## src/utr_pkg.sv

```systemverilog
// Package for the asynchronous serial transceiver channel.
// Assumes a 32-bit AXI4-Lite register bus and a single 100 MHz clock.
`default_nettype none
package utr_pkg;
  // Register byte offsets
  localparam logic [7:0] UTR_MODE_OFS = 8'h00;
  localparam logic [7:0] UTR_TX_STATUS_OFS = 8'h04;
  localparam logic [7:0] UTR_RX_ERR_OFS = 8'h08;
  localparam logic [7:0] UTR_TX_BUF_OFS = 8'h0c;
  localparam logic [7:0] UTR_RX_BUF_OFS = 8'h10;
  localparam logic [7:0] UTR_DIV_OFS = 8'h14;
  localparam logic [7:0] UTR_IRQ_OFS = 8'h18;
  // Mode control field positions
  localparam int UTR_MODE_UNIT_EN = 7;
  localparam int UTR_MODE_TX_EN = 6;
  localparam int UTR_MODE_RX_EN = 5;
  localparam int UTR_MODE_PAR_LO = 3;
  localparam int UTR_MODE_LEN8 = 2;
  localparam int UTR_MODE_STOP2 = 1;
  localparam int UTR_MODE_MERGE = 0;
  // Reset values
  localparam logic [7:0] UTR_MODE_RST = 8'h01;
  localparam logic [7:0] UTR_RX_BUF_RST = 8'hff;
  localparam logic [7:0] UTR_DIV_RST = 8'h08;
  // Baud clock: one bit is 2*k ticks of the base clock
  localparam int UTR_DIV_MIN = 8;
  // Parity modes
  localparam logic [1:0] UTR_PAR_NONE = 2'h0;
  localparam logic [1:0] UTR_PAR_ZERO = 2'h1;
  localparam logic [1:0] UTR_PAR_ODD = 2'h2;
  localparam logic [1:0] UTR_PAR_EVEN = 2'h3;
  // AXI responses
  localparam logic [1:0] UTR_RESP_OKAY = 2'h0;
  localparam logic [1:0] UTR_RESP_SLVERR = 2'h2;
  // Frame phases, one-hot
  typedef enum logic [4:0] {
    UTR_IDLE = 5'h01,
    UTR_START = 5'h02,
    UTR_DATA = 5'h04,
    UTR_PARITY = 5'h08,
    UTR_STOP = 5'h10
  } utr_phase_type;
endpackage : utr_pkg
`default_nettype wire
```

## src/utr_core.sv

```systemverilog
// Asynchronous serial transceiver channel with AXI4-Lite register slave.
// Assumes one clock, asynchronous active-low reset, peer at matching baud.
// Functional notes
// RULE_01 - Software polls buffer-full before next write
// RULE_02 - Shift-active reads 0 after full completion
// RULE_03 - Shift-active reads 1 while frame shifts
// RULE_04 - Software checks shift-active before transmitter init
// RULE_05 - Write sets full, loads shifter, sets active
// RULE_06 - Last frame done: irq, both flags zero
// RULE_07 - Clearing unit or tx enable resets transmitter
// RULE_08 - Receiver hunts start bit at baud rate; the idle receiver checks the filtered line every clock instead
// RULE_09 - Receive disabled: idle, buffer kept, no irq
// RULE_10 - Stop bit: completion irq and buffer copy
// RULE_11 - Overrun: no copy, flag, selected irq
// RULE_12 - Parity/framing error: still copy, selected irq
// RULE_13 - Receive disable mid-frame aborts silently
// RULE_14 - Errors set at completion, merge select irq
// RULE_15 - Reading error status clears all flags
// RULE_16 - Parity, framing, overrun error causes
// RULE_17 - Even parity generate and check
// RULE_18 - Odd parity generate and check
// RULE_19 - Zero parity sends 0, never checks
// RULE_20 - No parity: no bit, no error
// RULE_21 - Two equal samples change filtered input
// RULE_22 - Filter delays receive up to two clocks
// RULE_23 - LSB first, start, data, parity, stop
// RULE_24 - Seven-bit data: bit 7 reads 0
// RULE_25 - Tx irq at last stop bit output
// RULE_26 - Tx disabled ignores buffer writes
`default_nettype none
module utr_core
  import utr_pkg::*;
(
  // Clock and reset
  input wire logic clk,
  input wire logic reset_n,
  // AXI4-Lite write address and data
  input wire logic [7:0] s_axi_awaddr,
  input wire logic s_axi_awvalid,
  output logic s_axi_awready,
  input wire logic [31:0] s_axi_wdata,
  input wire logic [3:0] s_axi_wstrb,
  input wire logic s_axi_wvalid,
  output logic s_axi_wready,
  // AXI4-Lite write response
  output logic [1:0] s_axi_bresp,
  output logic s_axi_bvalid,
  input wire logic s_axi_bready,
  // AXI4-Lite read
  input wire logic [7:0] s_axi_araddr,
  input wire logic s_axi_arvalid,
  output logic s_axi_arready,
  output logic [31:0] s_axi_rdata,
  output logic [1:0] s_axi_rresp,
  output logic s_axi_rvalid,
  input wire logic s_axi_rready,
  // Serial line
  input wire logic serial_in_pin,
  output logic serial_out_pin,
  // Interrupt pulses
  output logic tx_done_irq,
  output logic rx_done_irq,
  output logic rx_error_irq
);

  // Register state
  logic [7:0] serial_mode_control_reg;
  logic [7:0] div_reg;
  logic [7:0] tx_holding_buffer_reg;
  logic tx_buffer_full_flag_reg;
  logic tx_shift_active_flag_reg;
  logic [7:0] rx_holding_buffer_reg;
  logic rx_unread_reg;
  logic parity_error_flag_reg, framing_error_flag_reg, overrun_error_flag_reg;

  // Mode fields
  wire unit_enable_bit = serial_mode_control_reg[UTR_MODE_UNIT_EN];
  wire transmit_enable_bit = serial_mode_control_reg[UTR_MODE_TX_EN];
  wire receive_enable_bit = serial_mode_control_reg[UTR_MODE_RX_EN];
  wire [1:0] par_mode = serial_mode_control_reg[UTR_MODE_PAR_LO +: 2];
  wire len8 = serial_mode_control_reg[UTR_MODE_LEN8];
  wire stop2 = serial_mode_control_reg[UTR_MODE_STOP2];
  wire error_irq_merge_select = serial_mode_control_reg[UTR_MODE_MERGE];
  wire tx_run = unit_enable_bit & transmit_enable_bit;
  wire rx_run = unit_enable_bit & receive_enable_bit;
  wire [2:0] last_bit = len8 ? 3'h7 : 3'h6;
  wire has_par = (par_mode != UTR_PAR_NONE);
  wire [8:0] bit_ticks = {div_reg, 1'b0};
  wire [8:0] half_ticks = {1'b0, div_reg};

  // AXI handshake state
  logic aw_hold_reg, w_hold_reg;
  logic [7:0] aw_addr_reg;
  logic [31:0] w_data_reg;
  logic [3:0] w_strb_reg;
  wire aw_take = s_axi_awvalid & s_axi_awready;
  wire w_take = s_axi_wvalid & s_axi_wready;
  wire wr_fire = aw_hold_reg & w_hold_reg & ~s_axi_bvalid;
  wire wr_lane0 = wr_fire & w_strb_reg[0];
  wire wr_mode = wr_lane0 & (aw_addr_reg == UTR_MODE_OFS);
  wire wr_txb = wr_lane0 & (aw_addr_reg == UTR_TX_BUF_OFS);
  wire wr_div = wr_lane0 & (aw_addr_reg == UTR_DIV_OFS);
  wire wr_known = (aw_addr_reg == UTR_MODE_OFS) | (aw_addr_reg == UTR_TX_BUF_OFS) |
                  (aw_addr_reg == UTR_DIV_OFS);
  wire ar_take = s_axi_arvalid & s_axi_arready;
  wire rd_err = ar_take & (s_axi_araddr == UTR_RX_ERR_OFS);
  wire rd_rxb = ar_take & (s_axi_araddr == UTR_RX_BUF_OFS);
  wire rd_known = (s_axi_araddr <= UTR_IRQ_OFS) & (s_axi_araddr[1:0] == 2'h0);
  logic [31:0] rd_mux;
  always_comb begin
    unique case (s_axi_araddr)
      UTR_MODE_OFS: rd_mux = {24'h0, serial_mode_control_reg};
      UTR_TX_STATUS_OFS: rd_mux = {30'h0, tx_buffer_full_flag_reg, tx_shift_active_flag_reg};
      UTR_RX_ERR_OFS: rd_mux = {29'h0, parity_error_flag_reg, framing_error_flag_reg,
                                overrun_error_flag_reg};
      UTR_TX_BUF_OFS: rd_mux = {24'h0, tx_holding_buffer_reg};
      UTR_RX_BUF_OFS: rd_mux = {24'h0, rx_holding_buffer_reg};
      UTR_DIV_OFS: rd_mux = {24'h0, div_reg};
      default: rd_mux = 32'h0;
    endcase
  end

  // Write channel: address and data taken in either order
  always_ff @(posedge clk or negedge reset_n) begin
    if (!reset_n) begin
      aw_hold_reg <= 1'b0;
      w_hold_reg <= 1'b0;
      aw_addr_reg <= 8'h0;
      w_data_reg <= 32'h0;
      w_strb_reg <= 4'h0;
      s_axi_bvalid <= 1'b0;
      s_axi_bresp <= UTR_RESP_OKAY;
    end else begin
      if (aw_take) begin
        aw_hold_reg <= 1'b1;
        aw_addr_reg <= s_axi_awaddr;
      end
      if (w_take) begin
        w_hold_reg <= 1'b1;
        w_data_reg <= s_axi_wdata;
        w_strb_reg <= s_axi_wstrb;
      end
      if (wr_fire) begin
        aw_hold_reg <= 1'b0;
        w_hold_reg <= 1'b0;
        s_axi_bvalid <= 1'b1;
        s_axi_bresp <= wr_known ? UTR_RESP_OKAY : UTR_RESP_SLVERR;
      end else if (s_axi_bvalid && s_axi_bready) begin
        s_axi_bvalid <= 1'b0;
      end
    end
  end
  assign s_axi_awready = ~aw_hold_reg;
  assign s_axi_wready = ~w_hold_reg;

  // Read channel: one cycle to answer
  always_ff @(posedge clk or negedge reset_n) begin
    if (!reset_n) begin
      s_axi_rvalid <= 1'b0;
      s_axi_rdata <= 32'h0;
      s_axi_rresp <= UTR_RESP_OKAY;
    end else if (ar_take) begin
      s_axi_rvalid <= 1'b1;
      s_axi_rdata <= rd_mux;
      s_axi_rresp <= rd_known ? UTR_RESP_OKAY : UTR_RESP_SLVERR;
    end else if (s_axi_rready) begin
      s_axi_rvalid <= 1'b0;
    end
  end
  assign s_axi_arready = ~s_axi_rvalid;

  // Mode and divisor; divisor below minimum clamps to keep timing sane
  always_ff @(posedge clk or negedge reset_n) begin
    if (!reset_n) begin
      serial_mode_control_reg <= UTR_MODE_RST;
      div_reg <= UTR_DIV_RST;
    end else begin
      if (wr_mode) serial_mode_control_reg <= w_data_reg[7:0];
      if (wr_div) div_reg <= (w_data_reg[7:0] < 8'(UTR_DIV_MIN)) ? 8'(UTR_DIV_MIN)
                                                                 : w_data_reg[7:0];
    end
  end

  // Transmitter
  utr_phase_type tx_phase_reg;
  logic [8:0] tx_tick_reg;
  logic [2:0] tx_bit_reg;
  logic [7:0] tx_shift_reg;
  logic tx_par_reg, tx_stop_cnt_reg;
  wire tx_tick_end = (tx_tick_reg == bit_ticks - 9'h1);
  // RULE_17 even parity bit
  // RULE_18 odd parity bit
  // RULE_19 zero parity bit
  wire tx_par_bit = (par_mode == UTR_PAR_EVEN) ? ^(tx_holding_buffer_reg & {len8, 7'h7f}) :
                    (par_mode == UTR_PAR_ODD) ? ~^(tx_holding_buffer_reg & {len8, 7'h7f}) :
                    1'b0;
  wire tx_load = tx_buffer_full_flag_reg & (tx_phase_reg == UTR_IDLE);
  // RULE_25 irq at last stop
  wire tx_last_stop = (tx_phase_reg == UTR_STOP) & tx_tick_end & (tx_stop_cnt_reg == stop2);
  always_ff @(posedge clk or negedge reset_n) begin
    if (!reset_n) begin
      tx_phase_reg <= UTR_IDLE;
      tx_tick_reg <= 9'h0;
      tx_bit_reg <= 3'h0;
      tx_shift_reg <= 8'h0;
      tx_par_reg <= 1'b0;
      tx_stop_cnt_reg <= 1'b0;
      tx_holding_buffer_reg <= 8'h0;
      tx_buffer_full_flag_reg <= 1'b0;
      tx_shift_active_flag_reg <= 1'b0;
      serial_out_pin <= 1'b1;
      tx_done_irq <= 1'b0;
    end else if (!tx_run) begin
      // RULE_07 transmitter initialised
      tx_phase_reg <= UTR_IDLE;
      tx_tick_reg <= 9'h0;
      tx_buffer_full_flag_reg <= 1'b0;
      tx_shift_active_flag_reg <= 1'b0;
      tx_done_irq <= 1'b0;
      serial_out_pin <= 1'b1;
      // RULE_26 write ignored when disabled
    end else begin
      tx_done_irq <= 1'b0;
      // RULE_05 write marks buffer full
      if (wr_txb) begin
        tx_holding_buffer_reg <= w_data_reg[7:0];
        tx_buffer_full_flag_reg <= 1'b1;
      end
      tx_tick_reg <= tx_tick_end ? 9'h0 : tx_tick_reg + 9'h1;
      unique case (tx_phase_reg)
        UTR_IDLE: begin
          tx_tick_reg <= 9'h0;
          // RULE_05 buffer moves to shifter
          // RULE_03 active while shifting
          if (tx_load) begin
            tx_shift_reg <= tx_holding_buffer_reg;
            tx_par_reg <= tx_par_bit;
            tx_buffer_full_flag_reg <= wr_txb;
            tx_shift_active_flag_reg <= 1'b1;
            tx_phase_reg <= UTR_START;
            serial_out_pin <= 1'b0;
          end
        end
        UTR_START: if (tx_tick_end) begin
          // RULE_23 LSB first
          tx_phase_reg <= UTR_DATA;
          tx_bit_reg <= 3'h0;
          serial_out_pin <= tx_shift_reg[0];
        end
        UTR_DATA: if (tx_tick_end) begin
          tx_shift_reg <= {1'b0, tx_shift_reg[7:1]};
          tx_bit_reg <= tx_bit_reg + 3'h1;
          if (tx_bit_reg == last_bit) begin
            tx_phase_reg <= has_par ? UTR_PARITY : UTR_STOP;
            serial_out_pin <= has_par ? tx_par_reg : 1'b1;
            tx_stop_cnt_reg <= 1'b0;
          end else begin
            serial_out_pin <= tx_shift_reg[1];
          end
        end
        UTR_PARITY: if (tx_tick_end) begin
          tx_phase_reg <= UTR_STOP;
          serial_out_pin <= 1'b1;
        end
        UTR_STOP: begin
          if (tx_tick_end) tx_stop_cnt_reg <= 1'b1;
          if (tx_last_stop) begin
            tx_phase_reg <= UTR_IDLE;
            tx_done_irq <= 1'b1;
            // RULE_06 flags clear when nothing pending
            // RULE_02 inactive once complete
            tx_shift_active_flag_reg <= tx_buffer_full_flag_reg | wr_txb;
          end
        end
        default: tx_phase_reg <= UTR_IDLE;
      endcase
    end
  end

  // RULE_21 two-sample noise filter
  // RULE_22 up to two clocks delay
  logic rx_samp_reg, rx_filt_reg;
  always_ff @(posedge clk or negedge reset_n) begin
    if (!reset_n) begin
      rx_samp_reg <= 1'b1;
      rx_filt_reg <= 1'b1;
    end else begin
      rx_samp_reg <= serial_in_pin;
      if (rx_samp_reg == serial_in_pin) rx_filt_reg <= rx_samp_reg;
    end
  end

  // Receiver
  utr_phase_type rx_phase_reg;
  logic [8:0] rx_tick_reg;
  logic [2:0] rx_bit_reg;
  logic [7:0] rx_shift_reg;
  logic rx_par_reg;
  wire rx_tick_end = (rx_tick_reg == ((rx_phase_reg == UTR_START) ? half_ticks : bit_ticks)
                      - 9'h1);
  // RULE_17 even check
  // RULE_18 odd check
  // RULE_19 zero parity unchecked
  // RULE_20 no parity unchecked
  // Seven-bit data sits in the upper bits of the shifter until it is aligned
  wire rx_ones = ^(len8 ? rx_shift_reg : {1'b0, rx_shift_reg[7:1]}) ^ rx_par_reg;
  wire rx_par_bad = ((par_mode == UTR_PAR_EVEN) & rx_ones) |
                    ((par_mode == UTR_PAR_ODD) & ~rx_ones);
  wire rx_done = (rx_phase_reg == UTR_STOP) & rx_tick_end & rx_run;
  // RULE_16 error causes
  wire rx_ovr = rx_done & rx_unread_reg;
  wire rx_fe = rx_done & ~rx_filt_reg;
  wire rx_pe = rx_done & rx_par_bad;
  wire rx_any_err = rx_ovr | rx_fe | rx_pe;
  // RULE_24 seven-bit data: top bit zero
  wire [7:0] rx_byte = len8 ? rx_shift_reg : {1'b0, rx_shift_reg[7:1]};
  always_ff @(posedge clk or negedge reset_n) begin
    if (!reset_n) begin
      rx_phase_reg <= UTR_IDLE;
      rx_tick_reg <= 9'h0;
      rx_bit_reg <= 3'h0;
      rx_shift_reg <= 8'h0;
      rx_par_reg <= 1'b0;
    end else if (!rx_run) begin
      // RULE_09 held idle
      // RULE_13 abort without effects
      rx_phase_reg <= UTR_IDLE;
      rx_tick_reg <= 9'h0;
    end else begin
      rx_tick_reg <= rx_tick_end ? 9'h0 : rx_tick_reg + 9'h1;
      unique case (rx_phase_reg)
        // RULE_08 hunt start bit
        UTR_IDLE: begin
          rx_tick_reg <= 9'h0;
          if (!rx_filt_reg) rx_phase_reg <= UTR_START;
        end
        UTR_START: if (rx_tick_end) begin
          rx_phase_reg <= rx_filt_reg ? UTR_IDLE : UTR_DATA;
          rx_bit_reg <= 3'h0;
        end
        UTR_DATA: if (rx_tick_end) begin
          rx_shift_reg <= {rx_filt_reg, rx_shift_reg[7:1]};
          rx_bit_reg <= rx_bit_reg + 3'h1;
          if (rx_bit_reg == last_bit) rx_phase_reg <= has_par ? UTR_PARITY : UTR_STOP;
        end
        UTR_PARITY: if (rx_tick_end) begin
          rx_par_reg <= rx_filt_reg;
          rx_phase_reg <= UTR_STOP;
        end
        UTR_STOP: if (rx_tick_end) rx_phase_reg <= UTR_IDLE;
        default: rx_phase_reg <= UTR_IDLE;
      endcase
    end
  end

  // Receive buffer, error flags and interrupts
  always_ff @(posedge clk or negedge reset_n) begin
    if (!reset_n) begin
      rx_holding_buffer_reg <= UTR_RX_BUF_RST;
      rx_unread_reg <= 1'b0;
      parity_error_flag_reg <= 1'b0;
      framing_error_flag_reg <= 1'b0;
      overrun_error_flag_reg <= 1'b0;
      rx_done_irq <= 1'b0;
      rx_error_irq <= 1'b0;
    end else begin
      // RULE_15 read clears, set wins
      parity_error_flag_reg <= (parity_error_flag_reg & ~rd_err) | rx_pe;
      framing_error_flag_reg <= (framing_error_flag_reg & ~rd_err) | rx_fe;
      overrun_error_flag_reg <= (overrun_error_flag_reg & ~rd_err) | rx_ovr;
      // RULE_10 copy on stop
      // RULE_11 overrun keeps old byte
      // RULE_12 errored byte still copied
      if (rx_done && !rx_ovr) rx_holding_buffer_reg <= rx_byte;
      rx_unread_reg <= rx_done | (rx_unread_reg & ~rd_rxb);
      // RULE_14 merge select routes errors
      rx_done_irq <= rx_done & (~rx_any_err | error_irq_merge_select);
      rx_error_irq <= rx_done & rx_any_err & ~error_irq_merge_select;
    end
  end

endmodule : utr_core
`default_nettype wire

```

## config.mk

```make
export PLATFORM = sky130hd
export DESIGN_NAME = utr_core
export DESIGN_NICKNAME = d
export VERILOG_FILES = /design/src/utr_pkg.sv /design/src/utr_core.sv
export SDC_FILE = /design/constraint.sdc
export NUM_CORES = 1
export LEC_CHECK = 0
export ABC_AREA = 1
export BUFFER_PORTS_ARGS = -buffer_cell sky130_fd_sc_hd__buf_2
export CAP_MARGIN = 0
export CORE_MARGIN = 4
export CORE_UTILIZATION = 30
export CTS_CLUSTER_DIAMETER = 80
export DETAILED_ROUTE_END_ITERATION = 16
export PLACE_DENSITY = 0.5
export SLEW_MARGIN = 20
export SYNTH_ARGS = -nofsm -noshare
export SYNTH_HDL_FRONTEND = slang
export SYNTH_SLANG_ARGS = --single-unit
```

## constraint.sdc

```tcl
create_clock -name clk -period 7.5 [get_ports clk]
set_input_delay 1.5 -clock clk [delete_from_list [all_inputs] [get_ports clk]]
set_output_delay 1.5 -clock clk [all_outputs]
set_load 0.02 [all_outputs]
```

Yosys cells after proc, flatten, opt, wreduce, memory -nomap -nowiden --
Cells that the tools add are included.
Word-level totals: register bits after elaboration 154, output and inout bits 45, word-level logic and storage cells 247
Operators by class: add/sub/neg operators 6, order comparisons 2, equal/unequal tests 46, multiplexer cells 72, bitwise operators 54, reduce and logical (&&, ||, !) cells 30
Operators with widths (number):
- $mux W5 | 15
- $mux W9 | 7
- $pmux W5 S5 | 2
- $pmux W8 S6 | 1
- $ne A3 B3 Y1 const B | 12
- $mux W8 | 4
- $and A1 B1 Y1 | 31
- $mux W1 | 30
- $eq A8 B4 Y1 const B | 3
- $eq A8 B5 Y1 const B | 3
- $add A9 B1 Y9 const B | 2
- $eq A9 B9 Y1 | 2
- $reduce_bool A2 Y1 | 9
- $sub A9 B1 Y9 const B | 2
- $logic_not A8 Y1 | 2
- $pmux W8 S2 | 1
- $reduce_xor A8 Y1 | 2
- $mux W3 | 5
- $ne A2 B2 Y1 const B | 7
- $pmux W3 S2 | 2
- $reduce_and A3 Y1 | 4
- $reduce_and A4 Y1 | 3
- $reduce_and A6 Y1 | 2
- $or A1 B1 Y1 | 11
- other kinds (26) | 48

Logic depth before layout (Yosys ltp) --
depth in word-level cells 12, gate-level depth with buffers 21, gate-level depth less buffers 20

Worst setup path before layout --
Ideal clock, no wire load.
path type input -> register, start point input port s_axi_araddr[7], end point register s_axi_rdata[2], setup time 0.083 ns, arrival 2.772 ns, slack 4.645 ns, cell stages on the path 11, path through nor2_1 inv_1 nor2_1 inv_1 nor2_1 inv_1 nor3_1 nand2_1 nand2_1 a211oi_1 o21ai_0
Between the ends: longest elaborated chain between the ends 2, elaborated cells on any way between the ends 7, those cells by class eq/ne (5); mux (1); reduce/logical (1)
Ends and longest elaborated chain:
- from (decl) | line utr_core.sv:50 | input wire logic [7:0] s_axi_araddr,
- $eq A8 B5 Y1, or another cell as far along | line utr_core.sv:111 | unique case (s_axi_araddr)
- $pmux W8 S6 * | line utr_core.sv:111
- to (signal assigned) | line utr_core.sv:164 | s_axi_rdata <= rd_mux;
- to (decl) | line utr_core.sv:53 | output logic [31:0] s_axi_rdata,
Mark *: on every way between the ends. The rest lies on a longest branch, timed or not. A chain may end at the register's enable or synchronous reset.

Worst setup path in the final report --
start point register rx_phase_reg[3], end point register rx_done_irq
Between the ends: longest elaborated chain between the ends 12, elaborated cells on any way between the ends 15, those cells by class add/sub (1); eq/ne (3); mux (1); bitwise (10)
Ends and longest elaborated chain:
- from (decl) | line utr_core.sv:294 | utr_phase_type rx_phase_reg;
- from (signal assigned) | line utr_core.sv:338 | rx_phase_reg <= rx_filt_reg ? UTR_IDLE : UTR_DATA;
- from (signal assigned) | line utr_core.sv:344 | if (rx_bit_reg == last_bit) rx_phase_reg <= has_par ? UTR_PARITY : UTR_STOP;
- $eq A5 B2 Y1 | line utr_core.sv:299 | wire rx_tick_end = (rx_tick_reg == ((rx_phase_reg == UTR_START) ? half_ticks : bit_ticks)
- $mux W9 | line utr_core.sv:299
- $sub A9 B1 Y9 | line utr_core.sv:300 | - 9'h1);
- $eq A9 B9 Y1 | line utr_core.sv:299
- $and A1 B1 Y1 * (2 in series) | line utr_core.sv:309 | wire rx_done = (rx_phase_reg == UTR_STOP) & rx_tick_end & rx_run;
- $and A1 B1 Y1, on equally long branches | line utr_core.sv:311, utr_core.sv:312
- $or A1 B1 Y1 (2 in series) | line utr_core.sv:314 | wire rx_any_err = rx_ovr | rx_fe | rx_pe;
- $not A1 Y1 | line utr_core.sv:377 | rx_done_irq <= rx_done & (~rx_any_err | error_irq_merge_select);
- $or A1 B1 Y1 | line utr_core.sv:377
- $and A1 B1 Y1 * | line utr_core.sv:377
- to (signal assigned) | line utr_core.sv:377
- to (decl) | line utr_core.sv:62 | output logic rx_done_irq,
Marked as above.

==> flow_metrics.tcl <==
set metrics [dict create \
    relSlewSlack_pct 40.02 \
    hp-class "flip-flop to flip-flop" \
    core.rowCount 55 \
    skew_ns 0.01262 \
    worst_pin_slew_ns 0.8929 \
    coreArea_mm2 0.02278 \
    worstPathMaxFanout 19 \
    slew_viol_final 0 \
    antenna_cells 0 \
    die_w_um 160.8 \
    drt_iter0_markers 295 \
    drt-vias-per-instance 4.504 \
    cts_root_buf "clkbuf_16" \
    peakVddDrop_v 0.0002051 \
    die_h_um 160.8 \
    whs_ns 0.4640 \
    insertion_delay_ns 0.43 \
    avgRoutedWirePerCell_um 13.63 \
    synth_most_common_cell "nand2_1" \
    layout.nets 1003 \
    synth_area_mm2 0.007008 \
    fin_crit_sh_pct 42.18 \
    synthArstFlopShare_pct 100.0 \
    htreeDepth 4 \
    grt_pass1_wl_um 28670 \
    tritoncts "yes" \
    min-delay-start "rx_holding_buffer_reg[5]" \
    synthTopCellsByCount "nand2_1 (246), dfrtp_1 (113), inv_1 (94)" \
    ctsResizeCount 0 \
    synth_top_area_cell "dfrtp_1" \
    criticalPathCategory "flip-flop to flip-flop" \
    hpwl_um 12680 \
    dr.pass1.iters 5 \
    drc 0 \
    syn_to_final_growth_pct 16.10 \
    dpl_cell_area_mm2 0.007496 \
    required_ns 7.81 \
    ys_types 49 \
    syn_area_per_cell_um2 7.964 \
    synthFlopType "dfrtp_1" \
    wl_um 17220 \
    finalSetupViolCount 0 \
    tns_ns 0 \
    cts_buffers 17 \
    ctsHoldBuffers 0 \
    via_count 5688 \
    final_core_util_pct 35.72 \
    p_total_mw 2.023 \
    max_freq_mhz 316.1 \
    cp-end-kind "flip-flop" \
    numClockSinks 128 \
    synthCells 880 \
    synth.top_cell.area_share_pct 40.35 \
    hold_violations 0 \
    synth_area_leaders "dfrtp_1 (40%), nand2_1 (13%), dfstp_2 (5.6%)" \
    powerDensity_mw_per_mm2 248.6 \
    arrival_ns 3.47 \
    initial_core_util_pct 30.77 \
    outcome "complete, no violations" \
    io_buffers 51 \
    ys_ff_latch 128 \
    drive_gt1_share_pct 14.63 \
    final.fill_count 2420 \
    grt_pass1_vias 5590 \
    reg2reg_from "rx_phase_reg[3]" \
    final_area_mm2 0.008137 \
    synth-edff-count 0 \
    ys_seq_area_share_pct 45.97 \
    power_leakage_nw 3.857 \
    post-cts-setup-buffers 0 \
    yosys_warnings 0 \
    gp_congestion 0.8291 \
    clockBufferDepth 2 \
    grt_max_degree 87 \
    overflow 0 \
    critPathLaunch "rx_phase_reg[3]" \
    die_area_mm2 0.02587 \
    ios 105 \
    rsz0062_at_grt "no" \
    grt_use_total_pct 13.76 \
    start_kind "flip-flop" \
    grt_antenna_before_repair 0 \
    clk_pin_slew_ns 0.06 \
    finalCriticalPeriod_ns 3.164 \
    final_antenna_net_count 0 \
    maxCapViolCount 0 \
]
==> power breakdown <==
part,switching (mW),leakage [nW],total (mW),internal (mW)
registers,0.0516,1.65,0.813,0.762
logic,0.210,1.90,0.319,0.109
clock network,0.330,0.306,0.890,0.561
==> logic make-up after synthesis <==
kind of cell               after synthesis  share of synthesized area, %
AOI/OAI and AO/OA                      122                         9.945
other                                    1                       0.05351
adders and majority gates                7                         1.214
DFF                                    128                         45.97
buffers and inverters                  145                         9.623
muxes                                   16                         2.446
and+or+nand+nor                        426                         26.37
xor gates and xnor gates                35                         4.374
==> per-layer routing <==
| metal | global-route usage (%) | part of all wire [%] | vias up |
|---|---|---|---|
| li1 | - | - | 2924 |
| met1 | 19.58 | 52 | 2639 |
| met2 | 20.74 | 43 | 107 |
| met3 | 2.925 | 4.0 | 18 |
| met4 | 4.808 | 1.4 | 0 |
| met5 | 0 | 0 | - |
==> final timing paths <==
path                                            endpoint  slack, ns  cells past startpoint
worst max-delay path                         rx_done_irq       4.34                     15
worst min-delay path            rx_holding_buffer_reg[5]       0.46                      2
worst max register to register               rx_done_irq       4.34                     15
worst min register to register  rx_holding_buffer_reg[5]       0.46                      2
max in group asynchronous                 s_axi_rdata[3]       5.30                      2
min in group asynchronous                 aw_addr_reg[0]       1.13                      1
==> placed cells by master (no fill, tap or decap), types with 17 or more instances in the layout <==
cell type	synthesis	layout
nor2_1	74	74
nor3_1	17	17
xor2_1	20	20
conb_1	1	26
clkbuf_16	0	17
inv_1	94	94
nand2_1	246	246
o21ai_0	56	56
o21ai_1	24	24
nand3_1	35	35
buf_2	2	50
dfrtp_1	113	113
nand4_1	24	24
==> stage by stage <==
| step | std cells | setup slack, ns |
|---|---|---|
| finish | 1263 | 4.336 |
| floorplan | 905 | 4.645 |
| global placement | 1231 | 3.994 |
| global route | 1263 | 4.042 |
| detailed placement | 1231 | 3.924 |
| CTS | 1263 | 4.304 |
==> critical path, stage by stage (launching register included) <==
cell,delay [ns]
dfrtp_1,0.43
nor2_4,0.33
nand3_4,0.25
o21ai_0,0.24
ha_1,0.24
nand3_1,0.10
nor2_2,0.24
nand2_1,0.09
a21oi_1,0.19
nand2_1,0.09
nor2_2,0.11
nand3_2,0.12
nor2_4,0.21
o31ai_1,0.12
nor2_1,0.22
nor2_1,0.06
==> area by class of cell <==
cell class,instances,area [um^2],area share (%)
tap,313,391.6,4.813
inverter,105,394.1,4.844
timing repair buffer,53,276.5,3.398
clock inverter,11,153.9,1.891
clock buffer,21,480.5,5.905
multi-input combinational,632,3218,39.55
sequential,128,3222,39.60
Power figures use the tool's default switching activity.
